### src/rtc_consts.svh
// offsets, field positions, reset values and timing counts of the rtc access block
`ifndef RTC_CONSTS_SVH
`define RTC_CONSTS_SVH

// ==========================================================================
// special-function bus offsets
`define RTC_SFR_ADR_OFS      8'hac
`define RTC_SFR_DAT_OFS      8'had

// ==========================================================================
// indirect addresses
`define RTC_IX_CAP_BANK      2'h0
`define RTC_IX_CTRL          4'h4
`define RTC_IX_ALM_BANK      2'h2

// ==========================================================================
// address/status register fields
`define RTC_ADR_BUSY         7
`define RTC_ADR_AUTO_READ_EN       6
`define RTC_ADR_SHORT        4
`define RTC_ADR_RST          8'h00
`define RTC_DAT_RST          8'h00

// ==========================================================================
// main control register fields
`define RTC_CTL_OSC_EN       7
`define RTC_CTL_MCLK_EN      6
`define RTC_CTL_FAIL         5
`define RTC_CTL_RUN          4
`define RTC_CTL_AEN          3
`define RTC_CTL_ALARM_FLAG_AUTORESET         2
`define RTC_CTL_LOAD         1
`define RTC_CTL_SNAP         0
`define RTC_CTL_RST          8'h00

// ==========================================================================
// timing
`define RTC_XFER_LONG        2'h2
`define RTC_XFER_SHORT       2'h1
`define RTC_CLK_PERIOD_NS    5
`define RTC_MISS_TIME_NS     100000
`define RTC_MISS_CYCLES      ((`RTC_MISS_TIME_NS + `RTC_CLK_PERIOD_NS - 1) / `RTC_CLK_PERIOD_NS)

`endif

### src/rtc_pkg.sv
// types shared by the rtc access block
package rtc_pkg;

   // ==========================================================================
   // indirect transfer engine states
   typedef enum logic [1:0]
   {
      RTC_ST_IDLE = 2'b00,
      RTC_ST_RD   = 2'b01,
      RTC_ST_WR   = 2'b10
   } rtc_xfer_state_t;

endpackage

### src/rtc_osc_mon.sv
// oscillator pin synchroniser, tick pulse and missing-clock detector
`timescale 1ns/10ps
`default_nettype none

module rtc_osc_mon #(
   parameter int MISS_CYCLES = 20000
) (
   input  wire logic clk,         // system clock
   input  wire logic rst_n,       // synchronous reset, active low
   input  wire logic osc_pin,     // raw timer oscillator
   input  wire logic det_en,      // detector enable
   output logic      tick,        // one pulse per oscillator cycle
   output logic      fail_pulse   // one pulse on timeout
);

   localparam int CW = $clog2(MISS_CYCLES + 1);

   logic          s1_q;
   logic          s2_q;
   logic          s3_q;
   logic [CW-1:0] cnt_q;
   logic          fired_q;

   wire           edge_seen = s2_q ^ s3_q;
   wire           timeout   = det_en & ~fired_q & (cnt_q == CW'(MISS_CYCLES));

   assign tick       = s2_q & ~s3_q;
   assign fail_pulse = timeout;

   // ==========================================================================
   // two-stage synchroniser and edge history
   always_ff @(posedge clk)
   begin
      if (!rst_n)
      begin
         s1_q <= 1'b0;
         s2_q <= 1'b0;
         s3_q <= 1'b0;
      end
      else
      begin
         s1_q <= osc_pin;
         s2_q <= s1_q;
         s3_q <= s2_q;
      end
   end

   // ==========================================================================
   // one-shot timeout on a stuck level
   always_ff @(posedge clk)
   begin
      if (!rst_n || !det_en || edge_seen)
      begin
         cnt_q   <= '0;
         fired_q <= 1'b0;
      end
      else
      begin
         if (cnt_q != CW'(MISS_CYCLES))
            cnt_q <= cnt_q + CW'(1);
         if (timeout)
            fired_q <= 1'b1;
      end
   end

endmodule // rtc_osc_mon

`default_nettype wire

### src/rtc_timer_core.sv
// 32-bit timer with snapshot, load, alarm compare and auto reset
`timescale 1ns/10ps
`default_nettype none

module rtc_timer_core (
   input  wire logic        clk,          // system clock
   input  wire logic        rst_n,        // synchronous reset, active low
   input  wire logic        tick,         // oscillator cycle enable
   input  wire logic        run,          // timer counts
   input  wire logic        alarm_en,     // alarm compare enabled
   input  wire logic        auto_reset,   // clear timer after alarm
   input  wire logic        load_go,      // load timer from snapshot bytes
   input  wire logic        snap_go,      // copy timer into snapshot bytes
   input  wire logic        alarm_clr,    // control write clears flag
   input  wire logic        cap_wr,       // snapshot byte write
   input  wire logic        alm_wr,       // match byte write
   input  wire logic [1:0]  byte_sel,     // byte lane of the write
   input  wire logic [7:0]  wr_data,      // write byte
   output logic [31:0]      snapshot_bytes, // snapshot registers
   output logic [31:0]      match_bytes,  // alarm registers
   output logic             alarm_flag,   // alarm event flag
   output logic             load_done,    // load finished this cycle
   output logic             snap_done     // snapshot finished this cycle
);

   logic [31:0] timer_q;
   logic [31:0] cap_q;
   logic [31:0] alm_q;
   logic        flag_q;
   logic        arst_pend_q;

   wire         hit = tick & alarm_en & (timer_q == alm_q);

   assign snapshot_bytes = cap_q;
   assign match_bytes    = alm_q;
   assign alarm_flag     = flag_q;
   assign load_done      = tick & load_go;
   assign snap_done      = tick & snap_go;

   always_ff @(posedge clk)
   begin
      if (!rst_n)
      begin
         timer_q     <= 32'h0000_0000;
         cap_q       <= 32'h0000_0000;
         alm_q       <= 32'h0000_0000;
         flag_q      <= 1'b0;
         arst_pend_q <= 1'b0;
      end
      else
      begin
         if (tick)
         begin
            if (load_go)
               timer_q <= cap_q;
            else if (arst_pend_q)
               timer_q <= 32'h0000_0000;
            else if (run)
               timer_q <= timer_q + 32'h0000_0001;
            arst_pend_q <= hit & auto_reset;
         end
         // set wins over clear; flag lives one oscillator cycle
         flag_q <= hit | (flag_q & ~alarm_clr & ~tick);
         if (snap_done)
            cap_q <= timer_q;
         else if (cap_wr)
            cap_q[8*byte_sel +: 8] <= wr_data;
         if (alm_wr)
            alm_q[8*byte_sel +: 8] <= wr_data;
      end
   end

endmodule // rtc_timer_core

`default_nettype wire

### src/rtc_indirect_access.sv
// rtc indirect access port, main control register, timer and oscillator monitor
`include "rtc_consts.svh"
`timescale 1ns/10ps
`default_nettype none

module rtc_indirect_access #(
   parameter int MISS_CYCLES = `RTC_MISS_CYCLES
) (
   input  wire logic       clk,            // system clock, 200 MHz
   input  wire logic       rst_n,          // synchronous reset, active low
   input  wire logic [7:0] sfr_addr,       // special-function address
   input  wire logic       sfr_wr,         // write strobe, one cycle
   input  wire logic       sfr_rd,         // read strobe, one cycle
   input  wire logic [7:0] sfr_wdata,      // write data
   output logic      [7:0] sfr_rdata,      // read data, one cycle after sfr_rd
   input  wire logic       osc_pin,        // timer oscillator from pad
   output logic            osc_enable,     // oscillator and bias on
   output logic            osc_fail_flag,  // oscillator fail event
   output logic            alarm_event     // alarm event flag
);

   import rtc_pkg::*;

   // ==========================================================================
   // reset images of the two visible registers
   localparam logic [7:0] ADR_RST = `RTC_ADR_RST;
   localparam logic [7:0] CTL_RST = `RTC_CTL_RST;

   // ==========================================================================
   // state
   rtc_xfer_state_t state_q;
   logic [1:0]      cnt_q;
   logic [3:0]      addr_q;
   logic            auto_read_en_q;
   logic            short_q;
   logic [7:0]      data_q;
   logic [7:0]      rdata_q;
   logic            osc_en_q;
   logic            mclk_en_q;
   logic            fail_q;
   logic            run_q;
   logic            aen_q;
   logic            arst_q;
   logic            load_go_q;
   logic            snap_go_q;

   logic            tick_raw;
   logic            fail_pulse;
   logic [31:0]     snapshot_bytes;
   logic [31:0]     match_bytes;
   logic            alarm_flag;
   logic            load_done;
   logic            snap_done;

   // ==========================================================================
   // helpers
   function automatic logic is_bank(input logic [3:0] a);
      is_bank = (a[3:2] == `RTC_IX_CAP_BANK) || (a[3:2] == `RTC_IX_ALM_BANK);
   endfunction

   function automatic logic [7:0] pick_byte(input logic [31:0] w, input logic [1:0] s);
      pick_byte = w[8*s +: 8];
   endfunction

   // ==========================================================================
   // bus decode
   wire sel_adr  = (sfr_addr == `RTC_SFR_ADR_OFS);
   wire sel_dat  = (sfr_addr == `RTC_SFR_DAT_OFS);
   wire idle     = (state_q == RTC_ST_IDLE);
   wire wr_adr   = sfr_wr & sel_adr & idle;
   wire wr_dat   = sfr_wr & sel_dat & idle;
   wire rd_dat   = sfr_rd & sel_dat;

   // ==========================================================================
   // transfer starts
   // writes while busy are dropped, so the byte in flight stays intact
   wire busy_go   = wr_adr & sfr_wdata[`RTC_ADR_BUSY];
   wire auto_read_en_go = rd_dat & idle & auto_read_en_q;
   wire start_rd  = busy_go | auto_read_en_go;
   wire start_wr = wr_dat;
   wire [1:0] xfer_len = short_q ? `RTC_XFER_SHORT : `RTC_XFER_LONG;
   wire done     = ~idle & (cnt_q == 2'h1);
   wire int_wr   = done & (state_q == RTC_ST_WR);
   wire int_rd   = done & (state_q == RTC_ST_RD);

   // ==========================================================================
   // internal register selection
   wire sel_cap  = (addr_q[3:2] == `RTC_IX_CAP_BANK);
   wire sel_alm  = (addr_q[3:2] == `RTC_IX_ALM_BANK);
   wire sel_ctl  = (addr_q == `RTC_IX_CTRL);
   wire cap_wr   = int_wr & sel_cap;
   wire alm_wr   = int_wr & sel_alm;
   wire ctl_wr   = int_wr & sel_ctl;

   wire [7:0] ctl_rd = {osc_en_q, mclk_en_q, fail_q, run_q,
                        aen_q, alarm_flag, load_go_q, snap_go_q};
   wire [7:0] int_rd_byte = sel_cap ? pick_byte(snapshot_bytes, addr_q[1:0]) :
                            sel_alm ? pick_byte(match_bytes, addr_q[1:0]) :
                            sel_ctl ? ctl_rd : 8'h00;

   // ==========================================================================
   // read data image
   wire       st_busy = ~idle;
   wire       st_rsvd = 1'b0;
   wire       rd_adr  = sfr_rd & sel_adr;
   wire [7:0] adr_rd  = {st_busy, auto_read_en_q, st_rsvd, short_q, addr_q};
   wire [7:0] bus_rd  = rd_adr ? adr_rd :
                        rd_dat ? data_q : 8'h00;
   wire [7:0] rdata_d = sfr_rd ? bus_rd : 8'h00;

   // ==========================================================================
   // control write fields, taken from the data register at completion
   wire       cw_osc_en  = data_q[`RTC_CTL_OSC_EN];
   wire       cw_mclk_en = data_q[`RTC_CTL_MCLK_EN];
   wire       cw_fail    = data_q[`RTC_CTL_FAIL];
   wire       cw_run     = data_q[`RTC_CTL_RUN];
   wire       cw_aen     = data_q[`RTC_CTL_AEN];
   wire       cw_arst    = data_q[`RTC_CTL_ALARM_FLAG_AUTORESET];
   wire       cw_load    = data_q[`RTC_CTL_LOAD];
   wire       cw_snap    = data_q[`RTC_CTL_SNAP];

   // ==========================================================================
   // control next values
   // ticks only count while the oscillator is on; go bits wait for one
   wire       tick       = tick_raw & osc_en_q;
   wire       fail_clr   = ctl_wr & ~cw_fail;
   wire       fail_d     = fail_pulse | (fail_q & ~fail_clr);
   wire       load_go_set = ctl_wr & cw_load;
   wire       snap_go_set = ctl_wr & cw_snap;
   wire       load_go_d  = load_go_set | (load_go_q & ~load_done);
   wire       snap_go_d  = snap_go_set | (snap_go_q & ~snap_done);
   // address steps only inside the snapshot and match banks
   wire       in_bank    = is_bank(addr_q);
   wire [3:0] addr_inc   = in_bank ? addr_q + 4'h1 : addr_q;

   // ==========================================================================
   // transfer engine
   always_ff @(posedge clk)
   begin
      if (!rst_n)
      begin
         state_q <= RTC_ST_IDLE;
         cnt_q   <= 2'h0;
      end
      else
      begin
         unique case (state_q)
            RTC_ST_IDLE:
            begin
               if (start_rd)
               begin
                  state_q <= RTC_ST_RD;
                  cnt_q   <= xfer_len;
               end
               else if (start_wr)
               begin
                  state_q <= RTC_ST_WR;
                  cnt_q   <= xfer_len;
               end
            end
            RTC_ST_RD, RTC_ST_WR:
            begin
               cnt_q <= cnt_q - 2'h1;
               if (done)
                  state_q <= RTC_ST_IDLE;
            end
            default:
               state_q <= RTC_ST_IDLE;
         endcase
      end
   end

   // ==========================================================================
   // address/status and data registers
   always_ff @(posedge clk)
   begin
      if (!rst_n)
      begin
         addr_q         <= ADR_RST[3:0];
         auto_read_en_q <= ADR_RST[`RTC_ADR_AUTO_READ_EN];
         short_q        <= ADR_RST[`RTC_ADR_SHORT];
         data_q         <= `RTC_DAT_RST;
         rdata_q        <= 8'h00;
      end
      else
      begin
         rdata_q <= rdata_d;
         if (wr_adr)
         begin
            addr_q         <= sfr_wdata[3:0];
            auto_read_en_q <= sfr_wdata[`RTC_ADR_AUTO_READ_EN];
            short_q        <= sfr_wdata[`RTC_ADR_SHORT];
         end
         else if (done)
            addr_q <= addr_inc;
         if (wr_dat)
            data_q <= sfr_wdata;
         else if (int_rd)
            data_q <= int_rd_byte;
      end
   end

   // ==========================================================================
   // main control register
   always_ff @(posedge clk)
   begin
      if (!rst_n)
      begin
         osc_en_q  <= CTL_RST[`RTC_CTL_OSC_EN];
         mclk_en_q <= CTL_RST[`RTC_CTL_MCLK_EN];
         fail_q    <= CTL_RST[`RTC_CTL_FAIL];
         run_q     <= CTL_RST[`RTC_CTL_RUN];
         aen_q     <= CTL_RST[`RTC_CTL_AEN];
         arst_q    <= CTL_RST[`RTC_CTL_ALARM_FLAG_AUTORESET];
         load_go_q <= CTL_RST[`RTC_CTL_LOAD];
         snap_go_q <= CTL_RST[`RTC_CTL_SNAP];
      end
      else
      begin
         if (ctl_wr)
         begin
            osc_en_q  <= cw_osc_en;
            mclk_en_q <= cw_mclk_en;
            run_q     <= cw_run;
            aen_q     <= cw_aen;
            arst_q    <= cw_arst;
         end
         fail_q    <= fail_d;
         load_go_q <= load_go_d;
         snap_go_q <= snap_go_d;
      end
   end

   // ==========================================================================
   // outputs
   assign sfr_rdata     = rdata_q;
   assign osc_enable    = osc_en_q;
   assign osc_fail_flag = fail_q;
   assign alarm_event   = alarm_flag;

   // ==========================================================================
   // oscillator monitor
   rtc_osc_mon #(
      .MISS_CYCLES (MISS_CYCLES)
   ) u_osc_mon (
      .clk        (clk),
      .rst_n      (rst_n),
      .osc_pin    (osc_pin),
      .det_en     (osc_en_q & mclk_en_q),
      .tick       (tick_raw),
      .fail_pulse (fail_pulse)
   );

   // ==========================================================================
   // timer, snapshot and alarm
   rtc_timer_core u_timer (
      .clk            (clk),
      .rst_n          (rst_n),
      .tick           (tick),
      .run            (run_q),
      .alarm_en       (aen_q),
      .auto_reset     (arst_q),
      .load_go        (load_go_q),
      .snap_go        (snap_go_q),
      .alarm_clr      (ctl_wr),
      .cap_wr         (cap_wr),
      .alm_wr         (alm_wr),
      .byte_sel       (addr_q[1:0]),
      .wr_data        (data_q),
      .snapshot_bytes (snapshot_bytes),
      .match_bytes    (match_bytes),
      .alarm_flag     (alarm_flag),
      .load_done      (load_done),
      .snap_done      (snap_done)
   );

endmodule // rtc_indirect_access

`default_nettype wire

### config.mk
export PLATFORM = sky130hd
export DESIGN_NAME = rtc_indirect_access
export DESIGN_NICKNAME = d
export VERILOG_FILES = /design/src/rtc_pkg.sv /design/src/rtc_osc_mon.sv /design/src/rtc_timer_core.sv /design/src/rtc_indirect_access.sv
export VERILOG_INCLUDE_DIRS = /design/src /design/src/src
export SDC_FILE = /design/constraint.sdc
export NUM_CORES = 1
export LEC_CHECK = 0
export BUFFER_PORTS_ARGS = -buffer_cell sky130_fd_sc_hd__buf_2
export CORE_MARGIN = 4
export CORE_UTILIZATION = 34
export CTS_CLUSTER_SIZE = 8
export DETAILED_ROUTE_END_ITERATION = 7
export PLACE_DENSITY = 0.5
export SETUP_SLACK_MARGIN = 0.2
export SYNTH_ARGS = -nofsm -noshare
export SYNTH_HDL_FRONTEND = slang
export SYNTH_SLANG_ARGS = --single-unit
### constraint.sdc
create_clock -name clk -period 3.28 [get_ports clk]
set_clock_uncertainty 0.2 [all_clocks]
set_input_delay 0.656 -clock clk [delete_from_list [all_inputs] [get_ports clk]]
set_output_delay 0.656 -clock clk [all_outputs]
set_load 0.02 [all_outputs]
==> out/qor.txt, run 1 <==
outcome - finished clean
top-level I/O count - 32
die area - 0.0259 mm²
main combinational cell family by area after synthesis - simple AND/OR/NAND/NOR gates
all-layer global routing usage - 21.0%
# Post-CTS Setup Buffers - 0
Port Buf Inserts - 31
Final Max Slew Viols - 0
GRT Residual Overflow - 0
Compound-Gate Fraction of Synth Area - 19.8%
area grow syn2layout - 14.1%
row count - 55
worst skew pair latency - 440 ps
fin nets - 977
DP HPWL - 19.4 mm
Synth top area share - 38.1%
setup TNS - 0 ps
Inst Count DP - 1237
Core ar. - 0.0228 mm²
GP Congestion - 0.892
Req. time, crit path - 3390 ps
VDD IR max - 0.205 mV
commonest register cell after synthesis - dfxtp_1
Hold Buf Count CTS - 0
Vias - 7440
mux contribution to synthesized area - 7.32%
Leak - 0.00324 µW
Final setup viols - 0
hold_sp - u_osc_mon.s1_q
post-synthesis xor/xnor area fraction - 4.63%
die height - 161 µm
reg2reg start - state_q[0]
crit path kind - flop to flop
Seq cells post-synth - 151
initial drt markers - 761
period utilization - 83.9%
CP Capture Type - flop
remaining routing DRC violations - 0
Post-Layout Cell Count - 1269
Initial Util - 34.9%
final critical-path required period - 2750 ps
post-synthesis simple-gate area fraction - 23.2%
EDFF count, synth - 0
Synth area leader - dfxtp_1
htree depth - 4
Clock Path Buffers - 2
Synthesized Nets - 972
Post-Syn Instances - 938
max cap viols - 0
crit-path max FO - 8
CTS tree - built
first-pass GRT wire length - 42.2 mm
drt total wl - 27.4 mm
Async SR Flop Fraction - 0%
# diodes - 0
Synth Area per Inst - 8.47 µm²
worst path arrival time - 2860 ps
die width - 161 µm
layout cells sized above 1 - 13.9%
most frequent cells in the layout - dfxtp_1 (151), nor2_1 (109), nand2_1 (88), a21oi_1 (74), nand3_1 (50)
PwrDens - 445 mW/mm²
Peak Freq - 363 MHz
Reg2Reg Setup Slack - 530 ps
wire length per cell - 21.6 µm
initial antenna violation count - 0
number of global-route vias before repair - 7053
largest net degree at the start of global routing - 112
Hold Vio Cnt, Final - 0
Max-slew headroom - 51.3%
Hold Crit Class - flop to flop
mapped cell area - 0.00794 mm²
leading cell type in the layout, fill and taps excluded - dfxtp_1
CTS Root Cell - clkbuf_16
Critical path origin - state_q[0]
post-cts gate resize count - 0
Startpoint Class - flop
Slew @ Worst Pin - 730 ps
sequential element share of the synthesized area - 38.1%
Synth Warn # - 0
clk slew on worst S/H paths - 70 ps
via/cell ratio - 5.86
Sink Count - 151
total CTS buffers - 17
RSZ-0062 raised after global routing - no
top post-synthesis cells by area - dfxtp_1 (38%), nor2_1 (5.2%), a21oi_1 (4.7%)
drt pass-1 iters - 8
adder-cell share of the synthesized area - 2.05%
count of cell types in the netlist - 69
number of nets with antenna violations after routing - 0
==> final timing paths <==
kind / to / cells after the start
max: u_timer.snapshot_bytes[29] / 8
min: u_osc_mon.s2_q / 1
max reg2reg: u_timer.snapshot_bytes[29] / 8
min reg2reg: u_osc_mon.s2_q / 1
==> cell families (layout without fill, tap and decap cells) <==
family	Yosys count	in the layout
mux	38	38
flops	151	151
compound gates	230	230
xor+xnor	42	42
fa+ha+maj	13	13
simple gates	366	366
buf+inv	98	116
==> routing by layer <==
| layer | track usage [%] | vias up | wire, µm |
|---|---|---|---|
| li1 | - | 3476 | - |
| met1 | 29.8 | 3622 | 12400 |
| met2 | 32.8 | 306 | 12600 |
| met3 | 3.46 | 36 | 2000 |
| met4 | 6.82 | 0 | 442 |
| met5 | 0 | - | 0 |
==> flip-flops by register name, indices dropped and copies added, names as in the netlist, 2 cells and up <==
name / count
sfr_rdata: 8
data_q: 8
state_q: 2
cnt_q: 2
u_timer.timer_q: 32
u_osc_mon.cnt_q: 15
u_timer.snapshot_bytes: 32
addr_q: 4
u_timer.match_bytes: 32
==> layout make-up <==
class | instances | area, µm²
fill | 2339 | 13700
multi-input combinational | 689 | 4550
sequential | 151 | 3020
timing repair buffer | 67 | 438
clock buffer | 17 | 425
tap | 313 | 392
clock inverter | 15 | 168
inverter | 17 | 65.1
==> stage by stage <==
stage / instance area [µm²] / utilization (%) / hold slack (ps) / setup WS [ps] / power (µW)
finish: 9060 / 39.8 / 240 / 528 / 4030
global route: 9060 / 39.8 / 254 / 394 / 4160
CTS: 9060 / 39.8 / 242 / 657 / 4070
detailed placement: 8470 / 37.2 / 227 / 691 / 2060
global placement: 8470 / 37.2 / 230 / 670 / 2060
floorplan: 7940 / - / 212 / 393 / 2000
==> worst max-delay path: stages (launching register included) <==
cell and delay, ps:
dfxtp_1 380, inv_1 90, ha_1 220, nor3b_1 310
buf_4 210, and2_0 410, a21oi_1 330, a222oi_1 400
nor2_1 70
==> cells in the mapped netlist (all sizes together) (11+ instances only) <==
cell type,instances
clkbuf,63
and3,16
a222oi,25
nor3,11
nand2,88
mux2i,21
nor2,109
nand4,18
dfxtp,151
nor4,13
ha,13
a22oi,23
nand3,52
buf,18
o21ai,27
inv,16
xor2,32
and2,15
a21oi,74
mux4,16
==> report_power, final <==
group	internal, µW	switching, µW
Combinational	52.3	73.0
Sequential	1850	43.8
Clock	1140	877
Note: power is estimated with default switching activity, not from simulation.
==> run 2, diff against run 1 <==
==> constraint.sdc (replaced) <==
create_clock -name clk -period 2.85 [get_ports clk]
set_clock_uncertainty 0.2 [all_clocks]
set_input_delay 0.57 -clock clk [delete_from_list [all_inputs] [get_ports clk]]
set_output_delay 0.57 -clock clk [all_outputs]
set_load 0.02 [all_outputs]
==> run 2 against run 1 <==
  * Core utilization is 0.72 points higher
  * Combinational power is 49% higher
  * Worst setup slack worse by 91 ps
  * Total power is 17% higher
  * Sequential power is 14% higher
  * Fmax is 14% higher
  * Wire length is 4.1% higher
  * Non-clock buffer count is 17 higher
  * Sequential share of layout area is 0.59 points lower
  * Design area is 1.8% higher
  * Count of clock-buffer cells in the layout stayed put
  * Clock power is 18% higher
  * Critical path type unchanged
  * Largest cell class unchanged
==> out/qor.txt, run 2 (synthesized netlist as in run 1, its figures left out) <==
# fillers - 2340
DP HPWL - 20.0 mm
Max-slew headroom - 44.1%
Slowest Stage Delay on Critical Path - 490 ps
crit-path leading delay family - simple AND/OR/NAND/NOR gates
layout cells sized above 1 - 15.9%
RSZ-0062 raised after global routing - no
Sink Count - 151
dpl cell area - 0.00862 mm²
Hold Crit Class - primary input to flop
crit-path max FO - 5
PwrDens - 513 mW/mm²
row count - 55
Clock Path Buffers - 2
CP max stage cell - or4_1
setup TNS - 0 ps
Initial Util - 34.9%
fin nets - 994
all-layer global routing usage - 21.7%
VDD IR max - 0.324 mV
via/cell ratio - 5.94
Startpoint Class - flop
fin worst setup slack - 438 ps
first-pass GRT wire length - 43.5 mm
die height - 161 µm
largest net degree at the start of global routing - 38
remaining routing DRC violations - 0
Port Buf Inserts - 31
max cap viols - 0
# Post-CTS Setup Buffers - 0
Setup WS pre-CTS - 284 ps
Final Max Slew Viols - 0
Core ar. - 0.0228 mm²
total CTS buffers - 17
htree depth - 4
CTS tree - built
Final Power - 4730 µW
Cell Chain, Critical Path - ha_1 > nand4_4 > nor4_4 > nand3_2 > or4_1 > a31oi_1
leading cell type in the layout, fill and taps excluded - dfxtp_1
Req. time, crit path - 3000 ps
post-cts gate resize count - 0
CP Capture Type - flop
Min Hold Slack - 141 ps
Final setup viols - 0
worst skew pair latency - 440 ps
Peak Freq - 415 MHz
area grow syn2layout - 16.1%
crit path kind - flop to flop
Hold Vio Cnt, Final - 0
CTS Root Cell - clkbuf_16
Hold Buf Count CTS - 0
Buffers & Inverters on Critical Path - 0
drt total wl - 28.6 mm
# diodes - 0
outcome - finished clean
die area - 0.0259 mm²
initial drt markers - 999
top-level I/O count - 32
clk slew on worst S/H paths - 70 ps
number of nets with antenna violations after routing - 0
period utilization - 84.6%
drt pass-1 iters - 8
worst path arrival time - 2570 ps
initial antenna violation count - 0
Slew @ Worst Pin - 838 ps
number of global-route vias before repair - 7023
GP Congestion - 0.897
most frequent cells in the layout - dfxtp_1 (151), nor2_1 (109), nand2_1 (88), a21oi_1 (74), buf_4 (52)
final critical-path required period - 2410 ps
post-route cell area - 0.00923 mm²
Leak - 0.00335 µW
wire length per cell - 22.2 µm
die width - 161 µm
GRT Residual Overflow - 0
Vias - 7643
-- run 2: changes by cell type in the layout (fill, tap and decap cells not counted), moves of 3 or more --
cell,delta
buf_4,+17
clkinvlp_4,-3
inv_8,+3
nor3b_1,-3
nor3b_2,+3
-- run 2: final timing paths --
check	from	to	slack, ps	cells after the start
worst max-delay path	u_timer.timer_q[0]	u_timer.timer_q[28]	440	6
worst min register to register	u_osc_mon.fired_q	u_osc_mon.fired_q	240	2
worst min-delay path	osc_pin	u_osc_mon.s1_q	140	2
worst max register to register	u_timer.timer_q[0]	u_timer.timer_q[28]	440	6
-- run 2: per-layer routing --
layer,up-vias,global-route usage [%],wire [µm]
met5,-,0,0
met4,0,6.24,522
met3,44,3.90,2400
met2,351,33.3,12900
met1,3730,31.4,12800
li1,3518,-,-
-- run 2: power breakdown --
| part | switching (µW) | internal [µW] |
|---|---|---|
| combinational | 109 | 76.4 |
| clock | 1050 | 1330 |
| sequential | 33.8 | 2130 |
| total | 1190 | 3540 |
-- run 2: final cells by class --
| class | count | area [µm²] | share of cell area, % |
|---|---|---|---|
| tap | 313 | 392 | 4.24 |
| clock buffer | 17 | 425 | 4.61 |
| inverter | 17 | 65.1 | 0.705 |
| timing repair buffer | 84 | 566 | 6.13 |
| multi-input combinational | 689 | 4570 | 49.6 |
| clock inverter | 15 | 183 | 1.98 |
| sequential | 151 | 3020 | 32.8 |
-- run 2: per-stage QoR --
step / util [%] / cells
2_1_floorplan: - / 938
3_3_place_gp: 37.8 / 1254
3_5_place_dp: 37.8 / 1254
4_1_cts: 40.5 / 1286
5_1_grt: 40.5 / 1286
6_report: 40.5 / 1286
